--- src/pkg/vectored_irq_ctrl_pkg.sv ---
/*
 * Constants shared by the vectored interrupt controller: sizes, the
 * register map seen over AHB-Lite, field positions and values after reset.
 * Assumes a 32-bit AHB-Lite bus carrying word-sized single transfers only.
 */
package vectored_irq_ctrl_pkg;

    localparam int NUM_INPUTS = 56;
    localparam int PRIO_W = 4;
    localparam int IDX_W = 6;
    localparam int NUM_TARGETS = 2;
    localparam int OFS_W = 12;

    // Target numbers as held in the per-input target field
    localparam logic TARGET_FAST = 1'b0;
    localparam logic TARGET_STD = 1'b1;

    // Register byte offsets
    localparam logic [OFS_W-1:0] THR_FAST_OFS = 12'h000;
    localparam logic [OFS_W-1:0] THR_STD_OFS = 12'h004;
    localparam logic [OFS_W-1:0] VEC_FAST_OFS = 12'h010;
    localparam logic [OFS_W-1:0] VEC_STD_OFS = 12'h014;
    localparam logic [OFS_W-1:0] RAW_LO_OFS = 12'h020;
    localparam logic [OFS_W-1:0] RAW_HI_OFS = 12'h024;
    localparam logic [OFS_W-1:0] CFG_BASE_OFS = 12'h100;
    localparam logic [OFS_W-1:0] CFG_LAST_OFS = 12'h1dc;

    // Per-input configuration word fields
    localparam int CFG_PRIO_LSB = 0;
    localparam int CFG_TARGET_BIT = 8;
    localparam int CFG_POL_BIT = 16;
    localparam int CFG_SWREQ_BIT = 24;
    localparam int CFG_PIN_BIT = 30;
    localparam int CFG_REQ_BIT = 31;

    // Vector word fields
    localparam int VEC_IDX_LSB = 0;
    localparam int VEC_PRIO_LSB = 8;
    localparam int VEC_VALID_BIT = 31;

    // Values after reset
    localparam logic [PRIO_W-1:0] PRIO_RST = 4'h0;
    localparam logic [PRIO_W-1:0] THR_RST = 4'h0;
    localparam logic TARGET_RST = 1'b1;
    localparam logic POL_RST = 1'b0;
    localparam logic SWREQ_RST = 1'b0;

    // AHB-Lite encodings
    localparam logic [1:0] HTRANS_NONSEQ = 2'h2;
    localparam logic HRESP_OKAY = 1'b0;

endpackage

--- src/vectored_priority_irq_router.sv ---
/*
 * Vectored interrupt controller: 56 level request inputs, each with its own
 * polarity, software request, priority and target, routed to a fast and a
 * standard processor interrupt line with a vector per line.
 * Assumes a single AHB-Lite master, word transfers only, and request inputs
 * that may come from other clock domains (they are synchronised here).
 */
// Decided for this implementation: the address map and the AHB-Lite slave port.
// Functional notes
// - There are 56 level request inputs, each with a software-chosen active level (high or low).
// - Each input has a software request bit that raises the interrupt with no peripheral activity.
// - Software can read the state of every request before any priority masking.
// - Each input has a software-programmable target choosing the processor line it drives.
// - Target 0 is the fast interrupt line and target 1 is the standard interrupt line.
// - Masking is per target, comparing each routed request's priority with that target's threshold.
// - A request with priority 0 is masked and never interrupts any target.
// - Nonzero priorities rank from 1 as the lowest up to 15 as the highest.
// - Each input has a writable priority field covering 15 active levels.
// - Each target has a vector that names the requesting input without a scan.
// - A higher-priority request can interrupt while a lower one is still in service.
// - All logic, registers and request sampling run on the controller's own clock.
// - The controller is held in reset by the warm reset.
`timescale 1ns/100ps
`default_nettype none

module vectored_priority_irq_router (
    input wire logic core_clk_in,
    input wire logic rst_b_in,
    input wire logic [vectored_irq_ctrl_pkg::NUM_INPUTS-1:0] irq_req_in,
    input wire logic hsel_in,
    input wire logic [31:0] haddr_in,
    input wire logic [1:0] htrans_in,
    input wire logic hwrite_in,
    input wire logic [2:0] hsize_in,
    input wire logic [31:0] hwdata_in,
    input wire logic hready_in,
    output logic [31:0] hrdata_out,
    output logic hreadyout_out,
    output logic hresp_out,
    output logic fast_interrupt_line_out,
    output logic std_interrupt_line_out
);

    localparam int N = vectored_irq_ctrl_pkg::NUM_INPUTS;
    localparam int PW = vectored_irq_ctrl_pkg::PRIO_W;
    localparam int IW = vectored_irq_ctrl_pkg::IDX_W;
    localparam int OW = vectored_irq_ctrl_pkg::OFS_W;

    typedef struct packed {
        logic [N-1:0] sync1;
        logic [N-1:0] sync2;
        logic [N-1:0][PW-1:0] prio;
        logic [N-1:0] target;
        logic [N-1:0] pol;
        logic [N-1:0] swreq;
        logic [1:0][PW-1:0] thr;
        logic [1:0][31:0] vec;
        logic [1:0] line;
        logic ph_valid;
        logic ph_write;
        logic [OW-1:0] ph_addr;
        logic rd_pending;
        logic hreadyout;
        logic hresp;
        logic [31:0] hrdata;
    } ctrl_state_t;

    ctrl_state_t state_reg;
    ctrl_state_t state_next;
    logic [N-1:0] req;

    // Request state before masking: synchronised pin, level flipped by
    // polarity, or-ed with the software request.
    genvar gi;
    generate
        for (gi = 0; gi < N; gi++) begin : g_req
            assign req[gi] = (state_reg.sync2[gi] ^ state_reg.pol[gi]) | state_reg.swreq[gi];
        end
    endgenerate

    // Byte offset to configuration slot; used by both read and write paths
    function automatic logic [IW:0] cfg_slot(input logic [OW-1:0] ofs);
        logic [OW-1:0] rel;
        rel = ofs - vectored_irq_ctrl_pkg::CFG_BASE_OFS;
        if (ofs >= vectored_irq_ctrl_pkg::CFG_BASE_OFS && ofs <= vectored_irq_ctrl_pkg::CFG_LAST_OFS &&
            ofs[1:0] == 2'h0) begin
            cfg_slot = {1'b1, rel[IW+1:2]};
        end else begin
            cfg_slot = {1'b0, {IW{1'b0}}};
        end
    endfunction

    function automatic logic [31:0] read_word(input ctrl_state_t s, input logic [N-1:0] r,
                                              input logic [OW-1:0] ofs);
        logic [IW:0] slot;
        logic [31:0] w;
        slot = cfg_slot(ofs);
        w = 32'h0000_0000;
        if (ofs == vectored_irq_ctrl_pkg::THR_FAST_OFS) begin
            w[PW-1:0] = s.thr[vectored_irq_ctrl_pkg::TARGET_FAST];
        end else if (ofs == vectored_irq_ctrl_pkg::THR_STD_OFS) begin
            w[PW-1:0] = s.thr[vectored_irq_ctrl_pkg::TARGET_STD];
        end else if (ofs == vectored_irq_ctrl_pkg::VEC_FAST_OFS) begin
            w = s.vec[vectored_irq_ctrl_pkg::TARGET_FAST];
        end else if (ofs == vectored_irq_ctrl_pkg::VEC_STD_OFS) begin
            w = s.vec[vectored_irq_ctrl_pkg::TARGET_STD];
        end else if (ofs == vectored_irq_ctrl_pkg::RAW_LO_OFS) begin
            w = r[31:0];
        end else if (ofs == vectored_irq_ctrl_pkg::RAW_HI_OFS) begin
            w[N-33:0] = r[N-1:32];
        end else if (slot[IW]) begin
            w[vectored_irq_ctrl_pkg::CFG_PRIO_LSB +: PW] = s.prio[slot[IW-1:0]];
            w[vectored_irq_ctrl_pkg::CFG_TARGET_BIT] = s.target[slot[IW-1:0]];
            w[vectored_irq_ctrl_pkg::CFG_POL_BIT] = s.pol[slot[IW-1:0]];
            w[vectored_irq_ctrl_pkg::CFG_SWREQ_BIT] = s.swreq[slot[IW-1:0]];
            w[vectored_irq_ctrl_pkg::CFG_PIN_BIT] = s.sync2[slot[IW-1:0]];
            w[vectored_irq_ctrl_pkg::CFG_REQ_BIT] = r[slot[IW-1:0]];
        end
        read_word = w;
    endfunction

    always_comb begin
        logic [PW-1:0] best_prio;
        logic [IW-1:0] best_idx;
        logic [IW:0] wslot;
        logic accept;
        best_prio = '0;
        best_idx = '0;
        wslot = '0;
        accept = 1'b0;
        state_next = state_reg;

        // Two-stage synchroniser; only stage two feeds logic
        state_next.sync1 = irq_req_in;
        state_next.sync2 = state_reg.sync1;

        // Per-target arbitration. Strict greater-than keeps the lowest index
        // on a tie and never lets priority 0 win, since best starts at 0.
        for (int t = 0; t < vectored_irq_ctrl_pkg::NUM_TARGETS; t++) begin
            best_prio = '0;
            best_idx = '0;
            for (int i = 0; i < N; i++) begin
                if (req[i] && state_reg.target[i] == t[0] && state_reg.prio[i] > best_prio) begin
                    best_prio = state_reg.prio[i];
                    best_idx = IW'(i);
                end
            end
            // Threshold masking; software nests by raising the threshold to
            // the priority in service, so only higher levels break through.
            state_next.line[t] = best_prio > state_reg.thr[t];
            state_next.vec[t] = 32'h0000_0000;
            state_next.vec[t][vectored_irq_ctrl_pkg::VEC_IDX_LSB +: IW] = best_idx;
            state_next.vec[t][vectored_irq_ctrl_pkg::VEC_PRIO_LSB +: PW] = best_prio;
            state_next.vec[t][vectored_irq_ctrl_pkg::VEC_VALID_BIT] = best_prio > state_reg.thr[t];
        end

        // Write data phase: hwdata belongs to the address captured last cycle
        if (state_reg.ph_valid && state_reg.ph_write) begin
            wslot = cfg_slot(state_reg.ph_addr);
            if (state_reg.ph_addr == vectored_irq_ctrl_pkg::THR_FAST_OFS) begin
                state_next.thr[vectored_irq_ctrl_pkg::TARGET_FAST] = hwdata_in[PW-1:0];
            end else if (state_reg.ph_addr == vectored_irq_ctrl_pkg::THR_STD_OFS) begin
                state_next.thr[vectored_irq_ctrl_pkg::TARGET_STD] = hwdata_in[PW-1:0];
            end else if (wslot[IW]) begin
                state_next.prio[wslot[IW-1:0]] = hwdata_in[vectored_irq_ctrl_pkg::CFG_PRIO_LSB +: PW];
                state_next.target[wslot[IW-1:0]] = hwdata_in[vectored_irq_ctrl_pkg::CFG_TARGET_BIT];
                state_next.pol[wslot[IW-1:0]] = hwdata_in[vectored_irq_ctrl_pkg::CFG_POL_BIT];
                state_next.swreq[wslot[IW-1:0]] = hwdata_in[vectored_irq_ctrl_pkg::CFG_SWREQ_BIT];
            end
        end

        // Reads take one wait state so a write just before is already visible
        if (state_reg.rd_pending) begin
            state_next.hrdata = read_word(state_reg, req, state_reg.ph_addr);
            state_next.rd_pending = 1'b0;
            state_next.hreadyout = 1'b1;
        end

        accept = hsel_in && hready_in && htrans_in == vectored_irq_ctrl_pkg::HTRANS_NONSEQ;
        state_next.ph_valid = accept;
        if (accept) begin
            state_next.ph_write = hwrite_in;
            state_next.ph_addr = haddr_in[OW-1:0];
            if (!hwrite_in) begin
                state_next.rd_pending = 1'b1;
                state_next.hreadyout = 1'b0;
            end
        end
        state_next.hresp = vectored_irq_ctrl_pkg::HRESP_OKAY;
    end

    always_ff @(posedge core_clk_in or negedge rst_b_in) begin
        if (!rst_b_in) begin
            state_reg.sync1 <= '0;
            state_reg.sync2 <= '0;
            state_reg.prio <= {N{vectored_irq_ctrl_pkg::PRIO_RST}};
            state_reg.target <= {N{vectored_irq_ctrl_pkg::TARGET_RST}};
            state_reg.pol <= {N{vectored_irq_ctrl_pkg::POL_RST}};
            state_reg.swreq <= {N{vectored_irq_ctrl_pkg::SWREQ_RST}};
            state_reg.thr <= {2{vectored_irq_ctrl_pkg::THR_RST}};
            state_reg.vec <= '0;
            state_reg.line <= '0;
            state_reg.ph_valid <= 1'b0;
            state_reg.ph_write <= 1'b0;
            state_reg.ph_addr <= '0;
            state_reg.rd_pending <= 1'b0;
            state_reg.hreadyout <= 1'b1;
            state_reg.hresp <= vectored_irq_ctrl_pkg::HRESP_OKAY;
            state_reg.hrdata <= 32'h0000_0000;
        end else begin
            state_reg <= state_next;
        end
    end

    assign hrdata_out = state_reg.hrdata;
    assign hreadyout_out = state_reg.hreadyout;
    assign hresp_out = state_reg.hresp;
    assign fast_interrupt_line_out = state_reg.line[vectored_irq_ctrl_pkg::TARGET_FAST];
    assign std_interrupt_line_out = state_reg.line[vectored_irq_ctrl_pkg::TARGET_STD];

endmodule

`default_nettype wire

--- config.mk ---
export PLATFORM = sky130hd
export DESIGN_NAME = vectored_priority_irq_router
export DESIGN_NICKNAME = d
export VERILOG_FILES = /design/src/pkg/vectored_irq_ctrl_pkg.sv /design/src/vectored_priority_irq_router.sv
export SDC_FILE = /design/constraint.sdc
export NUM_CORES = 2
export LEC_CHECK = 0
export ABC_AREA = 1
export ABC_CLOCK_PERIOD_IN_PS = 52900
export BUFFER_PORTS_ARGS = -buffer_cell sky130_fd_sc_hd__clkbuf_2
export CELL_PAD_IN_SITES_DETAIL_PLACEMENT = 1
export CELL_PAD_IN_SITES_GLOBAL_PLACEMENT = 1
export CORE_MARGIN = 4
export CORE_UTILIZATION = 43
export CTS_BUF_LIST = sky130_fd_sc_hd__clkbuf_2
export DETAILED_ROUTE_END_ITERATION = 6
export GPL_TIMING_DRIVEN = 0
export PLACE_DENSITY_LB_ADDON = 0.1
export SETUP_SLACK_MARGIN = 0.2
export SLEW_MARGIN = 40
export SYNTH_ARGS = -nofsm -noshare
export SYNTH_HDL_FRONTEND = slang
export SYNTH_SLANG_ARGS = --single-unit
--- constraint.sdc ---
create_clock -name core_clk_in -period 52.9 [get_ports core_clk_in]
set_input_delay 5.29 -clock core_clk_in [delete_from_list [all_inputs] [get_ports core_clk_in]]
set_output_delay 5.29 -clock core_clk_in [all_outputs]
set_load 0.05 [all_outputs]
# After elaboration in Yosys (flattened, before gate mapping)
# Cells that the tools add are included.
# Widths: inputs -> output; s select.
word_totals:
  output_inout_bits: 36
  elab_cells: 872
  reg_bits: 584
  inputBits: 130
op_classes:
  addsub: 1
  eq_ne: 6
  order_cmp: 118
  n_reduce_logical: 235
  n_mux: 270
  n_bitwise: 170
op_table:
  columns: ["op", "n"]
  rows:
  - ["$mux 4", 127]
  - ["$mux 6", 80]
  - ["$gt 4x4->1", 112]
  - ["$logic_and 1x1->1", 230]
  - ["$bwmux 224", 1]
  - ["$bwmux 56", 3]
  - ["$mux 5", 15]
  - ["$mux 32", 2]
  - ["$not 1->1", 58]
  - ["$mux 28", 2]
  - ["$or 1x1->1", 56]
  - ["$xor 1x1->1", 56]
  - ["$mux 7", 5]
  - ["$bmux 1 s6", 5]
  - ["$mux 25", 1]
  - ["$bmux 4 s6", 1]
  - ["$demux 4 s6", 1]
  - ["$eq 12x5->1 const B", 2]
  - ["$eq 12x6->1 const B", 2]
  - ["$mux 1", 15]
  - ["$lt 6x7->1 const B", 2]
  - ["$mux 2", 7]
  - ["$eq 12x3->1 const B", 1]
  - ["$ge 12x9->1 const B", 1]
  - ["other kinds (12)", 15]

# Depth between registers and ports, before layout
logic_depth:
  depth_word: 171
  ltp_mapped: 494
  mapped_depth_nobuf: 458

# Worst setup path before layout
# OpenSTA, ideal clock, no wires.
synth_path:
  path_kind: "register to register"
  startpoint: "register state_reg[235] (netlist name)"
  endpoint: "register state_reg[114] (netlist name)"
  period_less_slack_ps: 53707
  path_buffers: 37
  setup_ps: 131
  path_slack_ps: -807
  required_time_ps: 52769
  path_stages_with_launch: 487
  t_arrival_ps: 53576
  path_cell_list: "dfstp_2 > inv_1 > a21oi_1 > nand2_1 > inv_1 > nand2_1 > ha_1 > nand2_1 > nor2_1 > nor2_1 > nand3_2 > nand2_1 > o21ai_0 > ha_1 > inv_1 > o21bai_1 > nand4_1 > nand2_4 > (+451 left out) > nor2_4 > nor2_8 > nand2_8 > nand2_2 > nand2_1 > ha_1 > nand3_1 > o211ai_1 > and2_1 > clkbuf_1 > clkinv_1 > nand3_1 > nand2_1 > ha_1 > inv_1 > nor2_1 > o21ai_0 > a32oi_1"
synth_rtl:
  columns: ["item", "line", "source"]
  rows:
  - ["from (decl)", "vectored_priority_irq_router.sv:68", "ctrl_state_t state_reg;"]
  - ["from (signal assigned)", "vectored_priority_irq_router.sv:211", "state_reg <= state_next;"]

==> impl_metrics.tcl <==
set metrics [dict create \
    syn-cell-area_sq_mm 0.0502 \
    syn_nets 7525 \
    critPathCaptureType "flip-flop" \
    largest_reg_flops 492 \
    core_sq_mm 0.116 \
    drt-total-wl_um 244000 \
    fin_util_pct 52.4 \
    grtUsageTotal_pct 38.7 \
    yosysSeqAreaShare_pct 29.2 \
    num_vias 56300 \
    htreeDepth 4 \
    crit_type "flip-flop to flip-flop" \
    setup_ws_ns -4.02 \
    dieArea_sq_mm 0.122 \
    synth.distinct_cells 67 \
    async_flop_share_pct 100 \
    fillerInstances 15000 \
    grt_overflow 0 \
    cap_viol_max_count 0 \
    fp-row-count 125 \
    fmax_mhz 17.6 \
    gr-usage-met2_pct 59.9 \
    wl_per_cell_um 25.5 \
    setup_viol 22 \
    rsz0062_at_grt "true" \
    final_nets 8302 \
    yosys-top-cells-area "dfrtp_1 (26%), nand2_1 (12%), o21ai_0 (8.7%)" \
    final-instance-count-excl-fill 9562 \
    postSynthAreaPerCell_sq_um 7.06 \
    root_buffer "clkbuf_2" \
    die_y_um 350 \
    clk_latency_ns 1.58 \
    synth_edf_count 0 \
    ys_seq_elements 582 \
    finalHoldViolations 0 \
    die_width_um 350 \
    numPortBuffers 116 \
    grt_most_used_layer "met2" \
    worstPathRequired_ns 54.37 \
    cp_slowest_cell "dfrtp_1" \
    worst_pin_slew_ns 1.13 \
    vias_per_cell 5.89 \
    tritoncts "done" \
    cp_max_fo 10 \
    drtAntennaViolNets 0 \
    drt_iter0_drc 5014 \
    synth_largest_area_cell "dfrtp_1" \
    drive_gt1_share_pct 30.1 \
    finalWeightedCongestion 1.03 \
    antenna_found_initial 14 \
    clkTransAtPathRegs_ns 0.11 \
    syn_inst 7111 \
    violations "setup timing" \
    grt_pass1_vias 57200 \
    gr-usage-met1_pct 50.7 \
    grt_pass1_wl_um 358000 \
    cpMostUsedCell "nand2_2" \
    finClkSkew_ns 0.0698 \
    syn_to_final_growth_pct 21.3 \
    hp-class "flip-flop to flip-flop" \
    cts_made_buffers 168 \
    slew_headroom_pct 24.7 \
    fin_crit_sh_pct 108 \
    initial_core_util_pct 43.2 \
    synth_top_area_share_pct 26.2 \
    io_pins 166 \
    place_inst 8769 \
    period_needed_ns 56.92 \
    grt_max_degree 65 \
    arrival_ns 58.38 \
    synthFlopType "dfrtp_1" \
    drv_slew 0 \
    grt_util_met3_pct 9.82 \
    critPathLaunchType "flip-flop" \
    cpPeakStageDelay_ns 0.43 \
    r2r_setup_slack_ns -4.02 \
    outcome "complete, but fails checks" \
    drc 0 \
    yosysWarnings 0 \
    firstDrtPassIters 6 \
    clockBufferDepth 3 \
    cts_sinks 582 \
    dpl.hpwl_um 182000 \
]
[layout make-up]
class | instances | area (sq um) | area share [%]
clock inverters | 60 | 444 | 0.730
plain buffers | 314 | 2270 | 3.74
multi-input cells | 5394 | 32700 | 53.7
flip-flops and latches | 582 | 14600 | 24.1
diodes | 9 | 22.5 | 0.0370
well taps | 1524 | 1910 | 3.13
repair buffers | 600 | 4480 | 7.36
clock buffers | 251 | 1260 | 2.06
inverters | 828 | 3140 | 5.16
[what timing repair did]
| action | in CTS | in global routing |
|---|---|---|
| setup buffers | 378 | 80 |
| pin swaps | 476 | 192 |
| gates resized for setup | 508 | 158 |
| endpoints found under the setup margin | 22 | 22 |
| hold buffers | 0 | 0 |
| cloned | 13 | 2 |
[cell usage in the layout (no fill, tap or decap), types with 16 or more instances in the layout]
cell and count:
or2_2 34, inv_2 39, inv_1 780, o21bai_1 152
o21ai_4 19, o21ai_1 66, nor2_1 262, clkbuf_2 429
dfstp_2 57, clkbuf_8 16, clkbuf_1 117, nand3_2 151
buf_6 73, o21ai_0 645, buf_4 491, o2111ai_1 18
o21ai_2 143, ha_4 57, nor3_1 37, nor2_2 136
nand2_1 1511, a21oi_1 192, nand2_4 85, nand2_2 453
o211ai_1 31, ha_1 227, clkinv_1 39, nand4_1 66
nor2_4 112, o22ai_1 66, dfrtp_1 522, nand3_1 761
[cell usage after synthesis (6+ instances only)]
library cell     n
o311ai_0        10
buf_6           72
buf_4           38
clkinv_1         8
a32o_1           6
a21oi_1        196
o21bai_1       152
a2111oi_0       11
clkbuf_1       180
inv_2           22
o221ai_1         6
a31oi_1         13
nor2_2         113
o31ai_1          6
dfrtp_1        525
clkbuf_8        15
nand3_2        129
nand2_2        381
nand3_1        785
nand2_4         70
nor2_1         297
o22ai_1         66
nand2_1       1603
nor3_1          50
nor2_4         100
nand4_1         66
ha_1           284
o2111ai_1       18
a221oi_1        10
or2_2           34
o211ai_1        31
dfstp_2         57
o21ai_0        869
xor2_1           7
a211oi_1        15
inv_1          796
[cell families (layout without fill, tap and decap cells)]
kind of cell | Yosys count | count (layout) | share of synthesized area (%)
buf+inv | 1142 | 2053 | 10.5
other cells | 1 | 10 | 0.00747
flops | 582 | 582 | 29.2
simple gates | 3645 | 3652 | 36.7
compound gates | 1447 | 1447 | 16.4
xor+xnor | 7 | 7 | 0.122
fa+ha+maj | 284 | 284 | 7.08
mux | 3 | 3 | 0.0673
[routing by layer]
| metal | vias to the layer above | part of all wire [%] |
|---|---|---|
| met4 | 4 | 5.5 |
| met2 | 2497 | 44 |
| met5 | - | 0.011 |
| met3 | 651 | 9.6 |
| li1 | 25300 | - |
| met1 | 27900 | 41 |
[path summary, 6_finish.rpt]
kind / start / end / cells past startpoint
max: state_reg[179] / fast_interrupt_line_out / 480
min: state_next[525] / state_reg[525] / 0
max reg2reg: state_reg[179] / fast_interrupt_line_out / 480
min reg2reg: state_next[525] / state_reg[525] / 0
max in group asynchronous: rst_b_in / state_reg[261] / 6
min in group asynchronous: rst_b_in / state_reg[496] / 1
[worst max-delay path, delay by kind of cell, from the launching register on]
family                     cells  cell delay [ns]
AOI/OAI and AO/OA            103            11.94
buffers and inverters        123            10.40
and+or+nand+nor              198            17.15
DFF                            1             0.43
adders and majority gates     56            16.70
[through the flow]
stage	setup TNS (ns)	setup WS [ns]	hold slack (ns)	cell area, sq um
final	-72.12	-4.02	0.341	60800
after global placement	-164.03	-8.29	0.332	52700
after detailed placement	-203.32	-9.90	0.336	53300
after floorplan	-0.452	-0.275	0.331	50200
after global routing	-165.78	-8.19	0.341	60800
after CTS	-49.29	-2.71	0.346	59400
Power is not shown: default switching activity piles up to over one toggle a cycle in this logic, so the estimate is an artifact.
